--- src/mms_pkg.sv ---
// Purpose: constants of the magnetometer mode sequencer
// Assumes: 100 MHz internal clock, AXI4-Lite register access
// Notes: byte addresses, one register per aligned word
// Contract
// RL1 - any reset initialises registers, device then sits in power-down.
// RL2 - writing one to soft_reset_bit resets like other sources.
// RL3 - reset_n_pin low or interface supply off holds device in reset.
// RL4 - nine modes, started by writing 5-bit mode field of op_control_reg.
// RL5 - host writes power-down before any other mode, never active to active.
// RL6 - host waits 100 us after power-down before another mode code.
// RL7 - power-down keeps all registers accessible and contents retained.
// RL8 - code 00001 takes one measurement and stores three axis results.
// RL9 - single done: back to power-down, mode 00000, data_ready_flag set.
// RL10 - data_ready_flag clears on data or status_second read, else holds.
// RL11 - data ready pin always equals data_ready_flag.
// RL12 - during measurement data registers keep old result, reads never stall.
// RL13 - six periodic codes measure at 10,20,50,100,200,1 Hz until power-down.
// RL14 - between samples only interval counter runs, wakes for next measurement.
// RL15 - periodic code during periodic mode restarts, status and data kept.
// RL16 - periodic: data_ready_flag set on entering idle with stored result.
// RL17 - data_overrun_flag reads one when results were skipped.
// RL18 - data or status_second read starts data read, clears both flags.
// RL19 - stored result protected from read start until status_second read.
// RL20 - host waits data ready, reads status_first, data, then status_second.
// RL21 - sensor_overflow_flag shows overflow of the stored measurement.
// RL22 - sensor_overflow_flag refreshed with every axis data update.
// RL23 - unread result at next measurement end: ready kept, overrun set.
// RL24 - measurement and interval timed by counters with parameter limits.
`default_nettype none
package mms_pkg;
	localparam int unsigned CLK_FREQ_HZ = 100_000_000;
	localparam real CLK_PERIOD_NS = 10.0;
	localparam real MEAS_TIME_MS = 4.5;
	localparam int unsigned MEAS_CYC = int'($ceil(MEAS_TIME_MS * 1.0e6 / CLK_PERIOD_NS));
	localparam int unsigned MODE_WAIT_US = 100;
	localparam int unsigned MODE_WAIT_CYC = MODE_WAIT_US * 1000 / 10;
	localparam int unsigned FREQ_M1_HZ = 10;
	localparam int unsigned FREQ_M2_HZ = 20;
	localparam int unsigned FREQ_M3_HZ = 50;
	localparam int unsigned FREQ_M4_HZ = 100;
	localparam int unsigned FREQ_M5_HZ = 200;
	localparam int unsigned FREQ_M6_HZ = 1;
	localparam int unsigned PER_M1_CYC = CLK_FREQ_HZ / FREQ_M1_HZ;
	localparam int unsigned PER_M2_CYC = CLK_FREQ_HZ / FREQ_M2_HZ;
	localparam int unsigned PER_M3_CYC = CLK_FREQ_HZ / FREQ_M3_HZ;
	localparam int unsigned PER_M4_CYC = CLK_FREQ_HZ / FREQ_M4_HZ;
	localparam int unsigned PER_M5_CYC = CLK_FREQ_HZ / FREQ_M5_HZ;
	localparam int unsigned PER_M6_CYC = CLK_FREQ_HZ / FREQ_M6_HZ;
	// mode codes
	localparam logic [4:0] MODE_PDN = 5'h00;
	localparam logic [4:0] MODE_SINGLE = 5'h01;
	localparam logic [4:0] MODE_CONT1 = 5'h02;
	localparam logic [4:0] MODE_CONT2 = 5'h04;
	localparam logic [4:0] MODE_CONT3 = 5'h06;
	localparam logic [4:0] MODE_CONT4 = 5'h08;
	localparam logic [4:0] MODE_CONT5 = 5'h0A;
	localparam logic [4:0] MODE_CONT6 = 5'h0C;
	localparam logic [4:0] MODE_SELFTEST = 5'h10;
	// register byte addresses
	localparam logic [7:0] ADDR_STATUS_FIRST = 8'h00;
	localparam logic [7:0] ADDR_X_LOW = 8'h04;
	localparam logic [7:0] ADDR_X_HIGH = 8'h08;
	localparam logic [7:0] ADDR_Y_LOW = 8'h0C;
	localparam logic [7:0] ADDR_Y_HIGH = 8'h10;
	localparam logic [7:0] ADDR_Z_LOW = 8'h14;
	localparam logic [7:0] ADDR_Z_HIGH = 8'h18;
	localparam logic [7:0] ADDR_LAST_DATA = 8'h1C;
	localparam logic [7:0] ADDR_STATUS_SECOND = 8'h20;
	localparam logic [7:0] ADDR_OP_CONTROL = 8'h24;
	localparam logic [7:0] ADDR_SOFT_RESET = 8'h28;
	localparam logic [7:0] ADDR_SEQ_STATE = 8'h2C;
	// field positions
	localparam int unsigned BIT_DATA_READY = 0;
	localparam int unsigned BIT_DATA_OVERRUN = 1;
	localparam int unsigned BIT_SENSOR_OVF = 3;
	localparam int unsigned BIT_SOFT_RESET = 0;
	localparam logic [1:0] RESP_OKAY = 2'h0;
	localparam logic [1:0] RESP_SLVERR = 2'h2;
	typedef enum logic [2:0] {
		ST_PDN = 3'b001,
		ST_MEAS = 3'b010,
		ST_IDLE = 3'b100
	} mms_state_e;
	function automatic logic mms_is_periodic(input logic [4:0] code);
		return code == MODE_CONT1 || code == MODE_CONT2 || code == MODE_CONT3 ||
			code == MODE_CONT4 || code == MODE_CONT5 || code == MODE_CONT6;
	endfunction
	function automatic logic mms_is_active(input logic [4:0] code);
		return mms_is_periodic(code) || code == MODE_SINGLE || code == MODE_SELFTEST;
	endfunction
endpackage
`default_nettype wire

--- src/mms_seq.sv ---
// Purpose: mode and measurement sequencer with AXI4-Lite registers
// Assumes: sensor result inputs are valid when a measurement ends
// Notes: bus slave runs on rst_in only so soft reset never breaks a handshake
`default_nettype none
module mms_seq
	import mms_pkg::*;
#(
	parameter int unsigned P_MEAS_CYC = MEAS_CYC,
	parameter int unsigned P_PER_M1 = PER_M1_CYC,
	parameter int unsigned P_PER_M2 = PER_M2_CYC,
	parameter int unsigned P_PER_M3 = PER_M3_CYC,
	parameter int unsigned P_PER_M4 = PER_M4_CYC,
	parameter int unsigned P_PER_M5 = PER_M5_CYC,
	parameter int unsigned P_PER_M6 = PER_M6_CYC
) (
	input wire logic mclk_in,
	input wire logic rst_in,
	input wire logic reset_n_pin_in,
	input wire logic vid_present_in,
	input wire logic [15:0] sensor_x_in,
	input wire logic [15:0] sensor_y_in,
	input wire logic [15:0] sensor_z_in,
	input wire logic sensor_ovf_in,
	output logic data_ready_out,
	output logic meas_active_out,
	input wire logic [7:0] s_axi_awaddr_in,
	input wire logic s_axi_awvalid_in,
	output logic s_axi_awready_out,
	input wire logic [31:0] s_axi_wdata_in,
	input wire logic [3:0] s_axi_wstrb_in,
	input wire logic s_axi_wvalid_in,
	output logic s_axi_wready_out,
	output logic [1:0] s_axi_bresp_out,
	output logic s_axi_bvalid_out,
	input wire logic s_axi_bready_in,
	input wire logic [7:0] s_axi_araddr_in,
	input wire logic s_axi_arvalid_in,
	output logic s_axi_arready_out,
	output logic [31:0] s_axi_rdata_out,
	output logic [1:0] s_axi_rresp_out,
	output logic s_axi_rvalid_out,
	input wire logic s_axi_rready_in
);
	logic [1:0] pins_s;
	logic dev_rst;
	logic soft_reset_bit_q;
	logic [7:0] awaddr_q;
	logic [31:0] wdata_q;
	logic [3:0] wstrb_q;
	logic wr_fire, ar_fire;
	logic mode_wr, soft_reset_bit_wr;
	logic [4:0] wr_code;
	logic data_rd, st2_rd, read_start;
	logic ready_q, overrun_q, lock_q, ovf_q;
	logic [15:0] x_q, y_q, z_q;
	logic [4:0] mode_q, mode_d;
	mms_state_e state_q, state_d;
	logic meas_start, per_start, stop_all;
	logic meas_done, per_done, store_ok;
	logic [31:0] per_load;
	logic [31:0] rd_word;
	logic rd_hit;

	// reset and supply pins come from outside the clock domain
	mms_sync #(
		.WIDTH(2),
		.RESET_VAL(2'h3)
	) u_pin_sync (
		.mclk_in(mclk_in),
		.rst_in(rst_in),
		.async_in({reset_n_pin_in, vid_present_in}),
		.sync_out(pins_s)
	);

	// every reset source acts alike on the device state
	assign dev_rst = rst_in | ~pins_s[1] | ~pins_s[0] | soft_reset_bit_q; // RL1 RL2 RL3

	// write address/data taken in either order, held until response
	always_ff @(posedge mclk_in) begin
		if (rst_in) begin
			s_axi_awready_out <= 1'b1;
			awaddr_q <= 8'h00;
		end else if (s_axi_awvalid_in && s_axi_awready_out) begin
			s_axi_awready_out <= 1'b0;
			awaddr_q <= s_axi_awaddr_in;
		end else if (s_axi_bvalid_out && s_axi_bready_in) begin
			s_axi_awready_out <= 1'b1;
		end
	end

	always_ff @(posedge mclk_in) begin
		if (rst_in) begin
			s_axi_wready_out <= 1'b1;
			wdata_q <= 32'h0000_0000;
			wstrb_q <= 4'h0;
		end else if (s_axi_wvalid_in && s_axi_wready_out) begin
			s_axi_wready_out <= 1'b0;
			wdata_q <= s_axi_wdata_in;
			wstrb_q <= s_axi_wstrb_in;
		end else if (s_axi_bvalid_out && s_axi_bready_in) begin
			s_axi_wready_out <= 1'b1;
		end
	end

	// the write acts once both halves are held
	assign wr_fire = !s_axi_awready_out && !s_axi_wready_out && !s_axi_bvalid_out;
	assign wr_code = wdata_q[4:0];
	assign mode_wr = wr_fire && awaddr_q == ADDR_OP_CONTROL && wstrb_q[0]; // RL4
	assign soft_reset_bit_wr = wr_fire && awaddr_q == ADDR_SOFT_RESET && wstrb_q[0] && wdata_q[BIT_SOFT_RESET];

	// write response; unmapped addresses answer slverr
	always_ff @(posedge mclk_in) begin
		if (rst_in) begin
			s_axi_bvalid_out <= 1'b0;
			s_axi_bresp_out <= RESP_OKAY;
		end else if (wr_fire) begin
			s_axi_bvalid_out <= 1'b1;
			s_axi_bresp_out <= (awaddr_q <= ADDR_SEQ_STATE && awaddr_q[1:0] == 2'h0) ? RESP_OKAY : RESP_SLVERR;
		end else if (s_axi_bready_in) begin
			s_axi_bvalid_out <= 1'b0;
		end
	end

	// soft reset is a one-cycle pulse that clears itself through dev_rst
	always_ff @(posedge mclk_in) begin
		if (dev_rst) begin
			soft_reset_bit_q <= 1'b0;
		end else begin
			soft_reset_bit_q <= soft_reset_bit_wr; // RL2
		end
	end

	// read side: arready drops while the answer is pending
	assign ar_fire = s_axi_arvalid_in && s_axi_arready_out;
	assign data_rd = ar_fire && s_axi_araddr_in >= ADDR_X_LOW && s_axi_araddr_in <= ADDR_LAST_DATA
		&& s_axi_araddr_in[1:0] == 2'h0;
	assign st2_rd = ar_fire && s_axi_araddr_in == ADDR_STATUS_SECOND;
	assign read_start = data_rd | st2_rd; // RL18

	// register read mux; stored result only, so reads never wait
	always_comb begin
		rd_word = 32'h0000_0000;
		rd_hit = 1'b1;
		unique case (s_axi_araddr_in)
			ADDR_STATUS_FIRST: begin
				rd_word[BIT_DATA_READY] = ready_q;
				rd_word[BIT_DATA_OVERRUN] = overrun_q; // RL17
			end
			ADDR_X_LOW: rd_word[7:0] = x_q[7:0]; // RL12
			ADDR_X_HIGH: rd_word[7:0] = x_q[15:8];
			ADDR_Y_LOW: rd_word[7:0] = y_q[7:0];
			ADDR_Y_HIGH: rd_word[7:0] = y_q[15:8];
			ADDR_Z_LOW: rd_word[7:0] = z_q[7:0];
			ADDR_Z_HIGH: rd_word[7:0] = z_q[15:8];
			ADDR_LAST_DATA: rd_word = 32'h0000_0000;
			ADDR_STATUS_SECOND: rd_word[BIT_SENSOR_OVF] = ovf_q; // RL21
			ADDR_OP_CONTROL: rd_word[4:0] = mode_q; // RL7
			ADDR_SOFT_RESET: rd_word = 32'h0000_0000;
			ADDR_SEQ_STATE: rd_word[2:0] = state_q;
			default: rd_hit = 1'b0;
		endcase
	end

	always_ff @(posedge mclk_in) begin
		if (rst_in) begin
			s_axi_arready_out <= 1'b1;
			s_axi_rvalid_out <= 1'b0;
			s_axi_rdata_out <= 32'h0000_0000;
			s_axi_rresp_out <= RESP_OKAY;
		end else if (ar_fire) begin
			s_axi_arready_out <= 1'b0;
			s_axi_rvalid_out <= 1'b1;
			s_axi_rdata_out <= rd_word;
			s_axi_rresp_out <= rd_hit ? RESP_OKAY : RESP_SLVERR;
		end else if (s_axi_rvalid_out && s_axi_rready_in) begin
			s_axi_arready_out <= 1'b1;
			s_axi_rvalid_out <= 1'b0;
		end
	end

	// interval length of the current periodic code
	function automatic logic [31:0] period_of(input logic [4:0] code);
		unique case (code)
			MODE_CONT1: return P_PER_M1[31:0];
			MODE_CONT2: return P_PER_M2[31:0];
			MODE_CONT3: return P_PER_M3[31:0];
			MODE_CONT4: return P_PER_M4[31:0];
			MODE_CONT5: return P_PER_M5[31:0];
			MODE_CONT6: return P_PER_M6[31:0];
			default: return P_PER_M1[31:0];
		endcase
	endfunction

	// mode sequencing; illegal active-to-active writes are ignored
	always_comb begin
		state_d = state_q;
		mode_d = mode_q;
		meas_start = 1'b0;
		per_start = 1'b0;
		stop_all = 1'b0;
		per_load = period_of(mode_q);
		unique case (state_q)
			ST_PDN: begin
				if (mode_wr && mms_is_active(wr_code)) begin // RL4 RL8 RL13
					state_d = ST_MEAS;
					mode_d = wr_code;
					meas_start = 1'b1;
					per_start = mms_is_periodic(wr_code);
					per_load = period_of(wr_code);
				end
			end
			ST_MEAS, ST_IDLE: begin
				if (mode_wr && wr_code == MODE_PDN) begin // RL13
					state_d = ST_PDN;
					mode_d = MODE_PDN;
					stop_all = 1'b1;
				end else if (mode_wr && mms_is_periodic(wr_code) && mms_is_periodic(mode_q)) begin
					state_d = ST_MEAS; // RL15
					mode_d = wr_code;
					meas_start = 1'b1;
					per_start = 1'b1;
					per_load = period_of(wr_code);
				end else if (state_q == ST_MEAS && meas_done) begin
					if (mms_is_periodic(mode_q)) begin
						state_d = ST_IDLE; // RL14 RL16
					end else begin
						state_d = ST_PDN; // RL9
						mode_d = MODE_PDN;
					end
				end else if (state_q == ST_IDLE && per_done) begin
					state_d = ST_MEAS; // RL14
					meas_start = 1'b1;
					per_start = 1'b1;
				end
			end
			default: begin
				state_d = ST_PDN;
				mode_d = MODE_PDN;
				stop_all = 1'b1;
			end
		endcase
	end

	always_ff @(posedge mclk_in) begin
		if (dev_rst) begin
			state_q <= ST_PDN; // RL1
			mode_q <= MODE_PDN;
			meas_active_out <= 1'b0;
		end else begin
			state_q <= state_d;
			mode_q <= mode_d;
			meas_active_out <= state_d == ST_MEAS;
		end
	end

	// measurement length and sample interval counters
	mms_timer #(
		.WIDTH(32)
	) u_meas_tmr (
		.mclk_in(mclk_in),
		.rst_in(dev_rst),
		.start_in(meas_start),
		.stop_in(stop_all),
		.load_in(P_MEAS_CYC[31:0]),
		.done_out(meas_done)
	); // RL24

	// restart acts one cycle after done, so load one short to keep start-to-start at the period
	mms_timer #(
		.WIDTH(32)
	) u_per_tmr (
		.mclk_in(mclk_in),
		.rst_in(dev_rst),
		.start_in(per_start),
		.stop_in(stop_all),
		.load_in(per_load - 32'h0000_0001),
		.done_out(per_done)
	); // RL24

	// result is dropped while a host read holds the old one
	assign store_ok = state_q == ST_MEAS && meas_done && !stop_all && !lock_q; // RL19

	// data registers move only at a stored measurement end
	always_ff @(posedge mclk_in) begin
		if (dev_rst) begin
			x_q <= 16'h0000;
			y_q <= 16'h0000;
			z_q <= 16'h0000;
			ovf_q <= 1'b0;
		end else if (store_ok) begin
			x_q <= sensor_x_in; // RL8
			y_q <= sensor_y_in;
			z_q <= sensor_z_in;
			ovf_q <= sensor_ovf_in; // RL22
		end
	end

	// ready: a new result wins over a read start in the same cycle
	always_ff @(posedge mclk_in) begin
		if (dev_rst) begin
			ready_q <= 1'b0;
		end else if (store_ok) begin
			ready_q <= 1'b1; // RL9 RL16
		end else if (read_start) begin
			ready_q <= 1'b0; // RL10
		end
	end

	// a result lost to protection or left unread marks a skip
	always_ff @(posedge mclk_in) begin
		if (dev_rst) begin
			overrun_q <= 1'b0;
		end else if (state_q == ST_MEAS && meas_done && !stop_all && (lock_q || ready_q)) begin
			overrun_q <= 1'b1; // RL23
		end else if (read_start) begin
			overrun_q <= 1'b0; // RL18
		end
	end

	// protection from first data read until status_second is read
	always_ff @(posedge mclk_in) begin
		if (dev_rst) begin
			lock_q <= 1'b0;
		end else if (st2_rd) begin
			lock_q <= 1'b0; // RL19
		end else if (data_rd) begin
			lock_q <= 1'b1;
		end
	end

	// pin mirrors the flag flop directly
	assign data_ready_out = ready_q; // RL11
endmodule // mms_seq
`default_nettype wire

--- src/mms_sync.sv ---
// Purpose: two-stage synchroniser for pins from outside the clock domain
// Assumes: synchronous reset
// Notes: first stage feeds only the second stage
`default_nettype none
module mms_sync #(
	parameter int unsigned WIDTH = 1,
	parameter logic [WIDTH-1:0] RESET_VAL = '0
) (
	input wire logic mclk_in,
	input wire logic rst_in,
	input wire logic [WIDTH-1:0] async_in,
	output logic [WIDTH-1:0] sync_out
);
	logic [WIDTH-1:0] meta_q;
	// two flops, reset to an inactive level
	always_ff @(posedge mclk_in) begin
		if (rst_in) begin
			meta_q <= RESET_VAL;
			sync_out <= RESET_VAL;
		end else begin
			meta_q <= async_in;
			sync_out <= meta_q;
		end
	end
endmodule // mms_sync
`default_nettype wire

--- src/mms_timer.sv ---
// Purpose: loadable down counter giving a one-cycle done pulse
// Assumes: load value of at least one
// Notes: stop wins over start
`default_nettype none
module mms_timer #(
	parameter int unsigned WIDTH = 32
) (
	input wire logic mclk_in,
	input wire logic rst_in,
	input wire logic start_in,
	input wire logic stop_in,
	input wire logic [WIDTH-1:0] load_in,
	output logic done_out
);
	logic [WIDTH-1:0] cnt_q;
	logic run_q;
	// count load_in cycles from start to done
	always_ff @(posedge mclk_in) begin
		if (rst_in || stop_in) begin
			cnt_q <= '0;
			run_q <= 1'b0;
			done_out <= 1'b0;
		end else if (start_in) begin
			cnt_q <= load_in - 1'b1;
			run_q <= 1'b1;
			done_out <= 1'b0;
		end else if (run_q && cnt_q == '0) begin
			run_q <= 1'b0;
			done_out <= 1'b1;
		end else begin
			cnt_q <= run_q ? cnt_q - 1'b1 : cnt_q;
			done_out <= 1'b0;
		end
	end
endmodule // mms_timer
`default_nettype wire

--- config.mk ---
export PLATFORM = sky130hd
export DESIGN_NAME = mms_seq
export DESIGN_NICKNAME = d
export VERILOG_FILES = /design/src/mms_pkg.sv /design/src/mms_seq.sv /design/src/mms_sync.sv /design/src/mms_timer.sv
export SDC_FILE = /design/constraint.sdc
export NUM_CORES = 1
export LEC_CHECK = 0
export BUFFER_PORTS_ARGS = -buffer_cell sky130_fd_sc_hd__buf_2
export CORE_ASPECT_RATIO = 0.6
export CORE_MARGIN = 2
export CORE_UTILIZATION = 60
export CTS_CLUSTER_SIZE = 14
export DETAILED_ROUTE_END_ITERATION = 7
export PLACE_DENSITY_LB_ADDON = 0.3
export SETUP_SLACK_MARGIN = 0.1
export SYNTH_ARGS = -nofsm -noshare
export SYNTH_HDL_FRONTEND = slang
export SYNTH_SLANG_ARGS = --single-unit
--- constraint.sdc ---
create_clock -name mclk_in -period 4.9 [get_ports mclk_in]
set_input_delay 0.98 -clock mclk_in [delete_from_list [all_inputs] [get_ports mclk_in]]
set_output_delay 0.98 -clock mclk_in [all_outputs]
set_load 0.03 [all_outputs]
==> impl_metrics.toml <==
[outcome]
result_of_the_run = "finished, final reports clean"

[floorplanning]
die_w_um = 153
placement_rows = 32
start_util_pct = 61.8
die_area_sq_um = 14300
fp.dieH_um = 93.3
i_o_pins = 153
coreArea_sq_um = 12900

[critical_path]
reg2reg_from = "wdata_q[0]"
path_max_fanout = 22
worstSetupPathType = "register to register"
r2r_cells = 11
setup.worst_path.end = "u_per_tmr.cnt_q[9]"
critical_path.reg2reg.endpoint = "u_per_tmr.cnt_q[9]"
cp-startpoint = "wdata_q[0]"
crit_arrival_ps = 3680
worst_setup_path_start_kind = "register"
timing.critical_path.to_type = "register"
critical_path_rt_ps = 5200
worst-r2r-setup-slack_ps = 1520

[cts]
tritoncts = "built"
ctsResizeCount = 0
htreeDepth = 4
cts_hold_buffers = 0
worstSkewPairLatency_ps = 430
post_cts_buffers = 0
cts-buffers-inserted = 17
clockBufferDepth = 2
cts_root_buffer = "sky130_fd_sc_hd__clkbuf_16"
cts_sinks = 163
clk_transition_reported_paths_ps = 60

[synth]
netlist_instances = 991
synth-seq-area-share_pct = 40.9
synth.area.top_cells = "sky130_fd_sc_hd__dfxtp_1 (41%), sky130_fd_sc_hd__a21oi_1 (7.6%), sky130_fd_sc_hd__nand2_1 (7.6%)"
post-synth-top-count-cell = "sky130_fd_sc_hd__dfxtp_1"
mapped_area_sq_um = 7970
synth.yosys.warnings = 0
postSynth.asyncResetShare_pct = 0
dominantRegCellSynth = "sky130_fd_sc_hd__dfxtp_1"
synth_area_leader_cell = "sky130_fd_sc_hd__dfxtp_1"
synth_top_cells_by_count = "sky130_fd_sc_hd__dfxtp_1 (163), sky130_fd_sc_hd__nand2_1 (161), sky130_fd_sc_hd__a21oi_1 (121)"
postSynthRegisterBits = 163
synth_area_per_cell_sq_um = 8.05
yosysUniqueCellTypes = 76
synth.top_cell.area_share_pct = 40.9
synth-edff-count = 0

[global_routing]
grt.overflow.total = 0
grt_use_total_pct = 29.2
grt_pass1_wl_um = 33700
grt_pass1_vias = 6602
grt_max_degree = 61
number_of_antenna_violations_at_the_first_check_in_global_routing = 1

[hold_path]
timing.hold.worst.class = "register to register"
min_from = "u_pin_sync.meta_q[1]"
timing.hold.worst_path_depth = 1

[route]
drt-pass1-iter-count = 7
viasPerCell = 5.96
postRouteAntennaNets = 0
drt_first_iter_violations = 734
drc = 0
routed_wl_um = 20500
routedWlPerCell_um = 16.5
via_count = 7408

[power]
power.static_leakage_nw = 3.43
peak_supply_drop_uv = 188
power.density_cell_area_nw_per_um2 = 330

[timing]
finalSetupTns_ps = 0
clock-skew-final_ps = 14.0
time_the_worst_path_needs_with_i_o_delays_and_setup_ps = 3380
timing_worst_slew_pin_value_ps = 945
setup_violations = 0
timing_hold_violations_final = 0
slew_violations = 0
rsz0062_at_grt = "false"
maxSlewHeadroom_pct = 36.1
max_freq_mhz = 296
min_period_over_period_pct = 69.0

[placed_design]
count_of_input_and_output_buffers = 96
dpl.hpwl_um = 14300
finalWeightedCongestion = 0.902
dpl.cell_count = 1209

[cells_and_area]
relative_area_change_from_synthesis_to_final_layout_pct = 13.3
final_net_count = 1171
post_layout_nonfiller_instances = 1242
share_of_layout_cells_above_drive_strength_1_pct = 15.5
n_fill_cell = 1021

[job]
drv.max_cap_violation_count = 0
-- logic make-up (layout without fill, tap and decap cells) --
family / count (synthesis) / count (layout) / synth area share [%]
simple gates: 448 / 448 / 27.8
mux: 10 / 10 / 1.27
other cells: 1 / 27 / 0.0470
compound gates: 216 / 216 / 17.1
xor+xnor: 60 / 60 / 6.59
fa+ha+maj: 3 / 3 / 0.471
flops: 163 / 163 / 40.9
buf+inv: 90 / 145 / 5.81
-- routing by layer --
metal | vias to the layer above | part of all wire [%] | global-route usage, %
met3 | 25 | 10 | 6.95
li1 | 3586 | - | -
met2 | 358 | 40 | 40.7
met5 | - | 0 | 0
met4 | 0 | 1.0 | 7.79
met1 | 3439 | 48 | 44.6
-- area by class of cell --
type | count | area (sq um) | share of cell area, %
Clock buffer | 18 | 439 | 4.86
Timing Repair Buffer | 104 | 541 | 5.99
Inverter | 9 | 33.8 | 0.374
Multi-Input combinational cell | 763 | 4350 | 48.2
Tap cell | 170 | 213 | 2.36
Antenna cell | 1 | 2.50 | 0.0277
Sequential cell | 163 | 3260 | 36.1
Clock inverter | 14 | 186 | 2.06
-- registers in the layout (all words and copies together), names as in the netlist, 2 cells and up --
| register | count |
|---|---|
| awaddr_q | 8 |
| mode_q | 5 |
| s_axi_rdata_out | 8 |
| state_q | 3 |
| u_meas_tmr.cnt_q | 32 |
| u_per_tmr.cnt_q | 32 |
| u_pin_sync.meta_q | 2 |
| u_pin_sync.sync_out | 2 |
| wdata_q | 5 |
| x_q | 16 |
| y_q | 16 |
| z_q | 16 |
-- per-stage QoR --
stage,worst slack [ps],total power [mW],instance area (sq um),util [%],hold slack (ps)
final,1520,2.98,9030,70.1,422
after global routing,1230,3.07,9030,70.0,437
after CTS,1610,2.99,9030,70.0,422
after detailed placement,1650,1.59,8400,65.2,400
after global placement,1710,1.59,8400,65.2,398
after floorplan,2110,1.54,8070,-,389
-- report_power, final --
| part | internal, mW | total [mW] | switching (mW) | leakage [nW] |
|---|---|---|---|---|
| sequential | 1.34 | 1.36 | 0.0190 | 1.32 |
| clock | 0.831 | 1.41 | 0.583 | 0.306 |
| combinational | 0.0629 | 0.208 | 0.145 | 1.80 |
| total | 2.24 | 2.98 | 0.747 | 3.43 |
-- worst min path at each step --
| stage | end | slack [ps] |
|---|---|---|
| finish | u_pin_sync.sync_out[1] | 420 |
| global route | u_pin_sync.sync_out[1] | 440 |
| CTS | u_pin_sync.sync_out[1] | 420 |
| detailed placement | u_pin_sync.sync_out[0] | 400 |
| global placement | u_pin_sync.sync_out[0] | 400 |
| floorplan | u_pin_sync.sync_out[0] | 390 |
-- critical path, cell delays in order (launching register included) --
cell and delay (ps):
sky130_fd_sc_hd__dfxtp_1 400, sky130_fd_sc_hd__or2_1 420, sky130_fd_sc_hd__a211o_1 410, sky130_fd_sc_hd__a31oi_2 340
sky130_fd_sc_hd__a22o_4 360, sky130_fd_sc_hd__mux2i_1 340, sky130_fd_sc_hd__ha_1 290, sky130_fd_sc_hd__o21ai_0 130
sky130_fd_sc_hd__a21oi_1 210, sky130_fd_sc_hd__mux2i_1 110, sky130_fd_sc_hd__o21ai_0 170, sky130_fd_sc_hd__a21oi_1 60
-- layout by cell type (no fill, tap or decap), types with 8 or more instances in the layout --
cell and instances:
sky130_fd_sc_hd__clkbuf_16 17, sky130_fd_sc_hd__inv_1 9, sky130_fd_sc_hd__or4_1 8, sky130_fd_sc_hd__and3_1 9
sky130_fd_sc_hd__a21oi_1 121, sky130_fd_sc_hd__xnor2_1 43, sky130_fd_sc_hd__mux2i_1 9, sky130_fd_sc_hd__conb_1 26
sky130_fd_sc_hd__nor4_1 22, sky130_fd_sc_hd__nor2_1 103, sky130_fd_sc_hd__a211oi_1 17, sky130_fd_sc_hd__xor2_1 17
sky130_fd_sc_hd__buf_4 8, sky130_fd_sc_hd__buf_2 96, sky130_fd_sc_hd__nor2b_1 10, sky130_fd_sc_hd__nor3_1 30
sky130_fd_sc_hd__dfxtp_1 163, sky130_fd_sc_hd__nand3_1 32, sky130_fd_sc_hd__nand2_1 161, sky130_fd_sc_hd__o21ai_0 12
Power figures use the tool's default switching activity.
